--- config.mk ---
export PLATFORM = sky130hd
export DESIGN_NAME = ovt_fault_response
export DESIGN_NICKNAME = d
export VERILOG_FILES = /design/src/hdl/ovt_pkg.sv /design/src/hdl/ovt_delay_timer.sv /design/src/hdl/ovt_fault_response.sv
export SDC_FILE = /design/constraint.sdc
export NUM_CORES = 1
export LEC_CHECK = 0
export ABC_CLOCK_PERIOD_IN_PS = 5900
export BUFFER_PORTS_ARGS = -buffer_cell sky130_fd_sc_hd__buf_2
export CORE_AREA = 2 2 103 105
export DETAILED_ROUTE_END_ITERATION = 8
export DIE_AREA = 0 0 105 107
export GPL_TIMING_DRIVEN = 0
export PLACE_DENSITY = 0.84
export RECOVER_POWER = 25
export SYNTH_ARGS = -nofsm -noshare
export SYNTH_HDL_FRONTEND = slang
export SYNTH_SLANG_ARGS = --single-unit
--- constraint.sdc ---
create_clock -name ref_clk_i -period 5.9 [get_ports ref_clk_i]
set_clock_uncertainty 0.1 [all_clocks]
set_input_delay 1.18 -clock ref_clk_i [delete_from_list [all_inputs] [get_ports ref_clk_i]]
set_output_delay 1.18 -clock ref_clk_i [all_outputs]
set_load 0.05 [all_outputs]
--- src/hdl/ovt_pkg.sv ---
// constants and carrier types for the over-temperature fault response block
package ovt_pkg;

   // command codes of the management port
   localparam logic [7:0]  CMD_CLEAR_FAULTS   = 8'h03;
   localparam logic [7:0]  CMD_IOUT_WARN_THR  = 8'h4A;
   localparam logic [7:0]  CMD_OT_FAULT_THR   = 8'h4F;
   localparam logic [7:0]  CMD_OT_FAULT_ACT   = 8'h50;
   localparam logic [7:0]  CMD_DELAY_UNIT     = 8'hD2;

   // reset values (plain defaults)
   localparam logic [15:0] RST_IOUT_WARN_THR  = 16'h0000;
   localparam logic [15:0] RST_OT_FAULT_THR   = 16'h0000;
   localparam logic [7:0]  RST_OT_FAULT_ACT   = 8'h00;
   localparam logic [15:0] RST_DELAY_UNIT     = 16'h03E8;

   // field positions of the action register
   localparam int ACT_RESP_HI  = 7;
   localparam int ACT_RESP_LO  = 6;
   localparam int ACT_RETRY_HI = 5;
   localparam int ACT_RETRY_LO = 3;
   localparam int ACT_DELAY_HI = 2;
   localparam int ACT_DELAY_LO = 0;

   // linear format mantissa width
   localparam int LIN_MANT_W = 11;

   // response codes
   localparam logic [1:0] RESP_IGNORE    = 2'h0;
   localparam logic [1:0] RESP_TOLERATE  = 2'h1;
   localparam logic [1:0] RESP_DISABLE   = 2'h2;
   localparam logic [1:0] RESP_LATCH_OFF = 2'h3;

   // retry codes
   localparam logic [2:0] RETRY_NONE     = 3'h0;
   localparam logic [2:0] RETRY_FOREVER  = 3'h7;

   // delay code to unit counts
   localparam logic [7:0] DLY_CNT_0 = 8'h01;
   localparam logic [7:0] DLY_CNT_1 = 8'h02;
   localparam logic [7:0] DLY_CNT_2 = 8'h04;
   localparam logic [7:0] DLY_CNT_3 = 8'h10;
   localparam logic [7:0] DLY_CNT_4 = 8'h08;
   localparam logic [7:0] DLY_CNT_5 = 8'h20;
   localparam logic [7:0] DLY_CNT_6 = 8'h40;
   localparam logic [7:0] DLY_CNT_7 = 8'h80;

   // fault handling states
   typedef enum logic [1:0] {
      OVT_RUN      = 2'b00,
      OVT_TOLERATE = 2'b01,
      OVT_RETRY    = 2'b10,
      OVT_LATCHED  = 2'b11
   } ovt_state_t;

   // one management command, already decoded from the serial link
   typedef struct packed {
      logic        valid;
      logic        write;
      logic [7:0]  code;
      logic [15:0] wdata;
   } ovt_cmd_t;

   // answer to a read command
   typedef struct packed {
      logic        valid;
      logic        err;
      logic [15:0] rdata;
   } ovt_rsp_t;

   function automatic logic [7:0] delay_units(input logic [2:0] code);
      case (code)
         3'h0:    delay_units = DLY_CNT_0;
         3'h1:    delay_units = DLY_CNT_1;
         3'h2:    delay_units = DLY_CNT_2;
         3'h3:    delay_units = DLY_CNT_3;
         3'h4:    delay_units = DLY_CNT_4;
         3'h5:    delay_units = DLY_CNT_5;
         3'h6:    delay_units = DLY_CNT_6;
         default: delay_units = DLY_CNT_7;
      endcase
   endfunction : delay_units

endpackage : ovt_pkg

--- src/hdl/ovt_delay_timer.sv ---
// delay timer counting whole delay units of programmable length
module ovt_delay_timer (
   // clock and reset
   input  wire logic        ref_clk_i,
   input  wire logic        rst_i,
   // control
   input  wire logic        start_i,
   input  wire logic        stop_i,
   input  wire logic [7:0]  units_i,
   input  wire logic [15:0] unit_len_i,
   // status
   output logic             busy_o,
   output logic             done_o
);
   import ovt_pkg::*;

   logic [15:0] pre_r,  pre_nxt;
   logic [7:0]  unit_r, unit_nxt;
   logic        busy_r, busy_nxt;
   logic        done_r, done_nxt;

   always_comb begin
      pre_nxt  = pre_r;
      unit_nxt = unit_r;
      busy_nxt = busy_r;
      done_nxt = 1'b0;
      if (stop_i) begin
         busy_nxt = 1'b0;
      end else if (start_i) begin
         pre_nxt  = 16'h0000;
         unit_nxt = units_i;
         busy_nxt = 1'b1;
      end else if (busy_r) begin
         // a unit length of zero is served as one cycle
         if (pre_r + 16'h0001 >= unit_len_i) begin
            pre_nxt  = 16'h0000;
            unit_nxt = unit_r - 8'h01;
            if (unit_r <= 8'h01) begin
               busy_nxt = 1'b0;
               done_nxt = 1'b1;
            end
         end else begin
            pre_nxt = pre_r + 16'h0001;
         end
      end
   end

   always_ff @(posedge ref_clk_i) begin
      if (rst_i) begin
         pre_r  <= 16'h0000;
         unit_r <= 8'h00;
         busy_r <= 1'b0;
         done_r <= 1'b0;
      end else begin
         pre_r  <= pre_nxt;
         unit_r <= unit_nxt;
         busy_r <= busy_nxt;
         done_r <= done_nxt;
      end
   end

   assign busy_o = busy_r;
   assign done_o = done_r;

endmodule : ovt_delay_timer

--- src/hdl/ovt_fault_response.sv ---
// over-temperature fault response with threshold and action registers
//
// Notes on behaviour
// - a 16-bit linear-format output current warning threshold sits at 0x4A.
// - a 16-bit linear-format over-temperature threshold sits at 0x4F.
// - action register at 0x50, response 00 keeps the output running.
// - response 01 runs on for the delay, then acts on the retry field.
// - response 10 turns the output off at once, then acts on the retry field.
// - response 11 turns the output off until a clearing event.
// - status bit clear or clear-faults command clear it once the fault is gone; reset and power loss clear it.
// - commanding the output off and then on again also clears the latch.
// - retry code 000 makes no restart and holds the output off.
// - retry code 001 makes exactly one restart attempt.
// - when all restart attempts fail the output stays off until cleared.
// - restart attempts start one delay field interval apart.
// - delay codes map to 1, 2, 4, 16, 8, 32, 64 and 128 units.
// - the length of one unit comes from the register at 0xD2.
// - retry codes 100 to 110 allow 4 to 6 attempts, 111 retries forever.
module ovt_fault_response (
   // clock and reset
   input  wire logic          ref_clk_i,
   input  wire logic          rst_i,
   // decoded management commands
   input  ovt_pkg::ovt_cmd_t  cmd_i,
   output ovt_pkg::ovt_rsp_t  rsp_o,
   // monitoring and control
   input  wire logic [15:0]   temp_i,
   input  wire logic          clear_ot_bit_i,
   input  wire logic          out_on_pin_i,
   // output and status
   output logic               out_en_o,
   output logic               ot_fault_o,
   output logic               ot_latched_o,
   output logic [15:0]        iout_warn_thr_o
);
   import ovt_pkg::*;

   // registers
   logic [15:0] iout_thr_r, iout_thr_nxt;
   logic [15:0] ot_thr_r,   ot_thr_nxt;
   logic [7:0]  ot_act_r,   ot_act_nxt;
   logic [15:0] unit_r,     unit_nxt;
   ovt_rsp_t    rsp_r,      rsp_nxt;
   logic        clr_cmd;

   always_comb begin
      iout_thr_nxt = iout_thr_r;
      ot_thr_nxt   = ot_thr_r;
      ot_act_nxt   = ot_act_r;
      unit_nxt     = unit_r;
      rsp_nxt      = '0;
      clr_cmd      = 1'b0;
      if (cmd_i.valid && cmd_i.write) begin
         case (cmd_i.code)
            CMD_IOUT_WARN_THR: iout_thr_nxt = cmd_i.wdata;
            CMD_OT_FAULT_THR:  ot_thr_nxt   = cmd_i.wdata;
            CMD_OT_FAULT_ACT:  ot_act_nxt   = cmd_i.wdata[7:0];
            CMD_DELAY_UNIT:    unit_nxt     = cmd_i.wdata;
            CMD_CLEAR_FAULTS:  clr_cmd      = 1'b1;
            default:           clr_cmd      = 1'b0;
         endcase
      end else if (cmd_i.valid) begin
         rsp_nxt.valid = 1'b1;
         case (cmd_i.code)
            CMD_IOUT_WARN_THR: rsp_nxt.rdata = iout_thr_r;
            CMD_OT_FAULT_THR:  rsp_nxt.rdata = ot_thr_r;
            CMD_OT_FAULT_ACT:  rsp_nxt.rdata = {8'h00, ot_act_r};
            CMD_DELAY_UNIT:    rsp_nxt.rdata = unit_r;
            default:           rsp_nxt.err   = 1'b1;
         endcase
      end
   end

   always_ff @(posedge ref_clk_i) begin
      if (rst_i) begin
         iout_thr_r <= RST_IOUT_WARN_THR;
         ot_thr_r   <= RST_OT_FAULT_THR;
         ot_act_r   <= RST_OT_FAULT_ACT;
         unit_r     <= RST_DELAY_UNIT;
         rsp_r      <= '0;
      end else begin
         iout_thr_r <= iout_thr_nxt;
         ot_thr_r   <= ot_thr_nxt;
         ot_act_r   <= ot_act_nxt;
         unit_r     <= unit_nxt;
         rsp_r      <= rsp_nxt;
      end
   end

   // on/off pin: three stages, a change counts when stages two and three agree
   logic [2:0] on_sync_r, on_sync_nxt;
   logic       on_r,      on_nxt;
   logic       on_fell;

   always_comb begin
      on_sync_nxt = {on_sync_r[1:0], out_on_pin_i};
      on_nxt      = on_r;
      if (on_sync_r[1] == on_sync_r[2]) begin
         on_nxt = on_sync_r[2];
      end
      on_fell = on_r && !on_nxt;
   end

   always_ff @(posedge ref_clk_i) begin
      if (rst_i) begin
         on_sync_r <= 3'b000;
         on_r      <= 1'b0;
      end else begin
         on_sync_r <= on_sync_nxt;
         on_r      <= on_nxt;
      end
   end

   // signed mantissa of a linear word; both words share one exponent
   function automatic logic signed [LIN_MANT_W-1:0]
      lin_mant(input logic [15:0] w);
      lin_mant = $signed(w[LIN_MANT_W-1:0]);
   endfunction : lin_mant

   logic fault;
   assign fault = lin_mant(temp_i) > lin_mant(ot_thr_r);

   // fault handling state
   ovt_state_t st_r,    st_nxt;
   logic [2:0] tries_r, tries_nxt;
   logic       en_r,    en_nxt;
   logic       flt_r,   flt_nxt;
   logic       lat_r,   lat_nxt;
   logic       tmr_start;
   logic       tmr_stop;
   logic       tmr_done;
   logic [1:0] resp;
   logic [2:0] retry;
   logic [7:0] units;
   logic       clear_any;

   assign resp  = ot_act_r[ACT_RESP_HI:ACT_RESP_LO];
   assign retry = ot_act_r[ACT_RETRY_HI:ACT_RETRY_LO];
   assign units = delay_units(ot_act_r[ACT_DELAY_HI:ACT_DELAY_LO]);

   ovt_delay_timer u_timer (
      .ref_clk_i  (ref_clk_i),
      .rst_i      (rst_i),
      .start_i    (tmr_start),
      .stop_i     (tmr_stop),
      .units_i    (units),
      .unit_len_i (unit_r),
      .busy_o     (),
      .done_o     (tmr_done)
   );

   always_comb begin
      st_nxt    = st_r;
      tries_nxt = tries_r;
      tmr_start = 1'b0;
      tmr_stop  = 1'b0;
      // a fault seen while clearing still wins: the latched state holds below
      flt_nxt   = fault || (flt_r && !clear_ot_bit_i && !clr_cmd);
      clear_any = clear_ot_bit_i || clr_cmd;
      case (st_r)
         OVT_RUN: begin
            tries_nxt = 3'h0;
            if (fault && on_r) begin
               case (resp)
                  RESP_IGNORE:   st_nxt = OVT_RUN;
                  RESP_TOLERATE: begin
                     st_nxt    = OVT_TOLERATE;
                     tmr_start = 1'b1;
                  end
                  RESP_DISABLE: begin
                     if (retry == RETRY_NONE) begin
                        st_nxt = OVT_LATCHED;
                     end else begin
                        st_nxt    = OVT_RETRY;
                        tmr_start = 1'b1;
                     end
                  end
                  default:       st_nxt = OVT_LATCHED;
               endcase
            end
         end
         OVT_TOLERATE: begin
            if (tmr_done) begin
               if (!fault) begin
                  st_nxt = OVT_RUN;
               end else if (retry == RETRY_NONE) begin
                  st_nxt = OVT_LATCHED;
               end else begin
                  st_nxt    = OVT_RETRY;
                  tmr_start = 1'b1;
               end
            end
         end
         OVT_RETRY: begin
            // each expiry is the start of one restart attempt
            if (tmr_done) begin
               if (!fault) begin
                  st_nxt = OVT_RUN;
               end else if (retry != RETRY_FOREVER &&
                            tries_r + 3'h1 >= retry) begin
                  st_nxt = OVT_LATCHED;
               end else begin
                  tries_nxt = tries_r + 3'h1;
                  tmr_start = 1'b1;
               end
            end
         end
         OVT_LATCHED: begin
            if (clear_any && !fault) begin
               st_nxt = OVT_RUN;
            end
         end
         default: st_nxt = OVT_RUN;
      endcase
      // commanding off ends any response; turning on again starts clean
      if (on_fell) begin
         st_nxt    = OVT_RUN;
         tmr_stop  = 1'b1;
         tmr_start = 1'b0;
         tries_nxt = 3'h0;
      end
      en_nxt  = on_nxt && (st_nxt == OVT_RUN || st_nxt == OVT_TOLERATE);
      lat_nxt = st_nxt == OVT_LATCHED;
   end

   always_ff @(posedge ref_clk_i) begin
      if (rst_i) begin
         st_r    <= OVT_RUN;
         tries_r <= 3'h0;
         en_r    <= 1'b0;
         flt_r   <= 1'b0;
         lat_r   <= 1'b0;
      end else begin
         st_r    <= st_nxt;
         tries_r <= tries_nxt;
         en_r    <= en_nxt;
         flt_r   <= flt_nxt;
         lat_r   <= lat_nxt;
      end
   end

   assign rsp_o           = rsp_r;
   assign out_en_o        = en_r;
   assign ot_fault_o      = flt_r;
   assign ot_latched_o    = lat_r;
   assign iout_warn_thr_o = iout_thr_r;

endmodule : ovt_fault_response

==> metrics <==
status finished clean; Final Setup Violations 0; max_cap viols 0; CORE AREA 10100 sq um; area leader, netlist dfxtp_1; Yosys warnings 0; Yosys cell types 72; FF-to-FF End u_timer.done_o; Critical Path Start u_timer.pre_r[0]; placed wire-length estimate 11900 um; leak pwr 2.53 nW; vias in the first global route 5349; DIE AREA 11200 sq um; Critical R2R Launch u_timer.pre_r[0]; n_diodes 0; area of the multi-input gates 3330 sq um; cts repair resizes 0; clock tree root buffer cell clkbuf_8; RSZ-0062 raised after global routing false; post-synthesis register bit count 112; grt total ovfl 0; Slew HR 42.9%; Site Rows 37; DRT antenna net count 0; Req. time, crit path 6130 ps; worst-path maximum fanout 8; pre-CTS setup slack 1830 ps; Starting Density 58.3%; CP max stage delay 530 ps; Area contributors post-synth dfxtp_1 (38%), ha_1 (8.9%), nand2_1 (7.1%), a21oi_1 (6.1%), nor2_1 (2.6%); CTS tree built; Nets 866; Num Clock Sinks 112; CP max-delay cell nor3b_1; Final period util 71.8%; ys flop type dfxtp_1; Worst VDD drop 0.163 mV; first-pass GRT wire length 25800 um; mapped cell area 5890 sq um; Syn Nets 778; post-synthesis sequential area ratio 38.1%; Worst Hold Class flop to flop; Setup crit end u_timer.done_o; layout cells sized above 1 11.4%; Slew @ Worst Pin 852 ps; CTS buffer count 9; Die Span Y 107 um; CP endpoint kind flop; final hold vios 0; cells after synthesis 690; Port Buf Inserts 77; Initial DRT Pass Iterations 6; Max Clock Freq 236 MHz; Power Dens Cells 216 nW/um^2; crit path launch type flop; Synth async-reset ratio 0%; final setup TNS 0 ps; Synth top area share 38.1%; filler instances 862; most common cell after layout, fill and taps aside dfxtp_1; routed length per placed instance 17.5 um; I/O pins 83; largest net degree at the start of global routing 21; initial DRC count 360; max-slew violation count 0; Reg area 2240 sq um; die width 105 um; H-tree depth 3; gp weighted congestion 0.987; Syn Area/Cell 8.53 sq um; R2R setup slack 1660 ps; Reg2Reg Depth 13; placed cell count 903; DRC 0; PnR Total Power 1.43 mW; cells along the critical path ha_1, nand3_1, nor3b_1, and3_1, nand3_1, xnor2_1, ha_1, nand3_1, or2_1, o2111ai_2, nand2_1, nor4_1, and4b_1; drt total wl 16000 um; fin worst setup slack 1660 ps; crit path DAT 4470 ps; Post-synth EDFFs 0; Layout area overhead 12.5%; Reg clk slew, reported paths 100 ps; Via Count 5585; Crit path top cell by count nand3_1; initial antenna violation count 0; Post-CTS Hold Buffers 0; vias per cell 6.08; most frequent cells in the layout dfxtp_1 (112), nand2_1 (111), a21oi_1 (72); All-Layer GR Usage 28.7%; maximum root-to-sink buffer count 2; worst-skew pair later-pin latency 390 ps; Period minus WS final 4240 ps; Post-CTS Setup Bufs 0; critical path class flop to flop; Final Non-Filler Cells 919
==> power by group <==
| part | leakage, nW | total [mW] | internal [mW] | switching [mW] |
|---|---|---|---|---|
| combinational | 1.51 | 0.154 | 0.0569 | 0.0974 |
| sequential | 0.903 | 0.771 | 0.763 | 0.00738 |
| clock | 0.114 | 0.506 | 0.220 | 0.286 |
| total | 2.53 | 1.43 | 1.04 | 0.391 |
==> through the flow <==
stage          hold slack, ps  util (%)  area (sq um)
2_1_floorplan             314         -          5890
3_3_place_gp              333      63.8          6440
3_5_place_dp              347      63.8          6440
4_1_cts                   366      66.1          6670
5_1_grt                   378      65.6          6630
6_report                  364      65.6          6630
==> cell families (layout without fill, tap and decap cells) <==
logic type / Yosys count / after routing / share of synthesized area [%]
xor gates and xnor gates: 20 / 20 / 2.98
buffers and inverters: 74 / 167 / 5.40
DFF: 112 / 112 / 38.1
adders and majority gates: 42 / 42 / 8.93
muxes: 15 / 15 / 2.57
AOI/OAI and AO/OA: 174 / 174 / 20.9
and+or+nand+nor: 253 / 253 / 21.1
==> area by class of cell <==
class                   count  share of cell area, %
multi-input cells         504                   50.2
flip-flops and latches    112                   33.8
repair buffers             77                   5.19
plain buffers              35                   2.59
well taps                 136                   2.57
inverters                  39                   2.21
clock buffers              10                   2.08
clock inverters             6                   1.30
==> synthesized netlist by cell type, drive strengths merged, types with 6 or more instances <==
cell type / instances
a32oi: 6
a222oi: 8
a211o: 6
o21a: 8
xnor2: 13
nor3b: 8
nand2: 112
o21ai: 13
dfxtp: 112
nor2: 41
a21oi: 73
mux2i: 14
nand3: 25
xor2: 7
nand4: 6
inv: 39
ha: 42
nor2b: 11
buf: 14
and3: 8
a22oi: 16
clkbuf: 21
==> worst min path at each step <==
stage / from / slack, ps / end / depth (start not counted)
detailed placement: on_sync_r[0] / 350 / on_sync_r[1] / 1
global route: on_sync_r[0] / 380 / on_sync_r[1] / 1
finish: on_sync_r[0] / 360 / on_sync_r[1] / 1
global placement: on_sync_r[0] / 330 / on_sync_r[1] / 1
floorplan: on_sync_r[0] / 310 / on_sync_r[1] / 1
CTS: on_sync_r[0] / 370 / on_sync_r[1] / 1
==> flip-flops by register name, indices dropped and copies added, names as in the netlist <==
signal	cells
u_timer.pre_r	16
u_timer.busy_o	1
u_timer.done_o	1
iout_warn_thr_o	16
st_r	2
on_r	1
ot_latched_o	1
on_sync_r	3
unit_r	16
rsp_o	18
ot_fault_o	1
tries_r	3
ot_act_r	8
u_timer.unit_r	8
out_en_o	1
ot_thr_r	16
==> worst max-delay path: cells and delay by family (launching register included) <==
| family | cells | cell delay [ps] |
|---|---|---|
| AOI/OAI and AO/OA | 1 | 430 |
| adders and majority gates | 2 | 580 |
| and+or+nand+nor | 9 | 2440 |
| DFF | 1 | 450 |
| xor gates and xnor gates | 1 | 190 |
==> layer usage <==
layer,vias up,wire (um),global-route usage [%]
li1,2639,-,-
met1,2667,6590,34.9
met2,237,7790,48.4
met3,42,1110,5.41
met4,0,551,15.1
met5,-,0,0
Note: power is estimated with default switching activity, not from simulation.
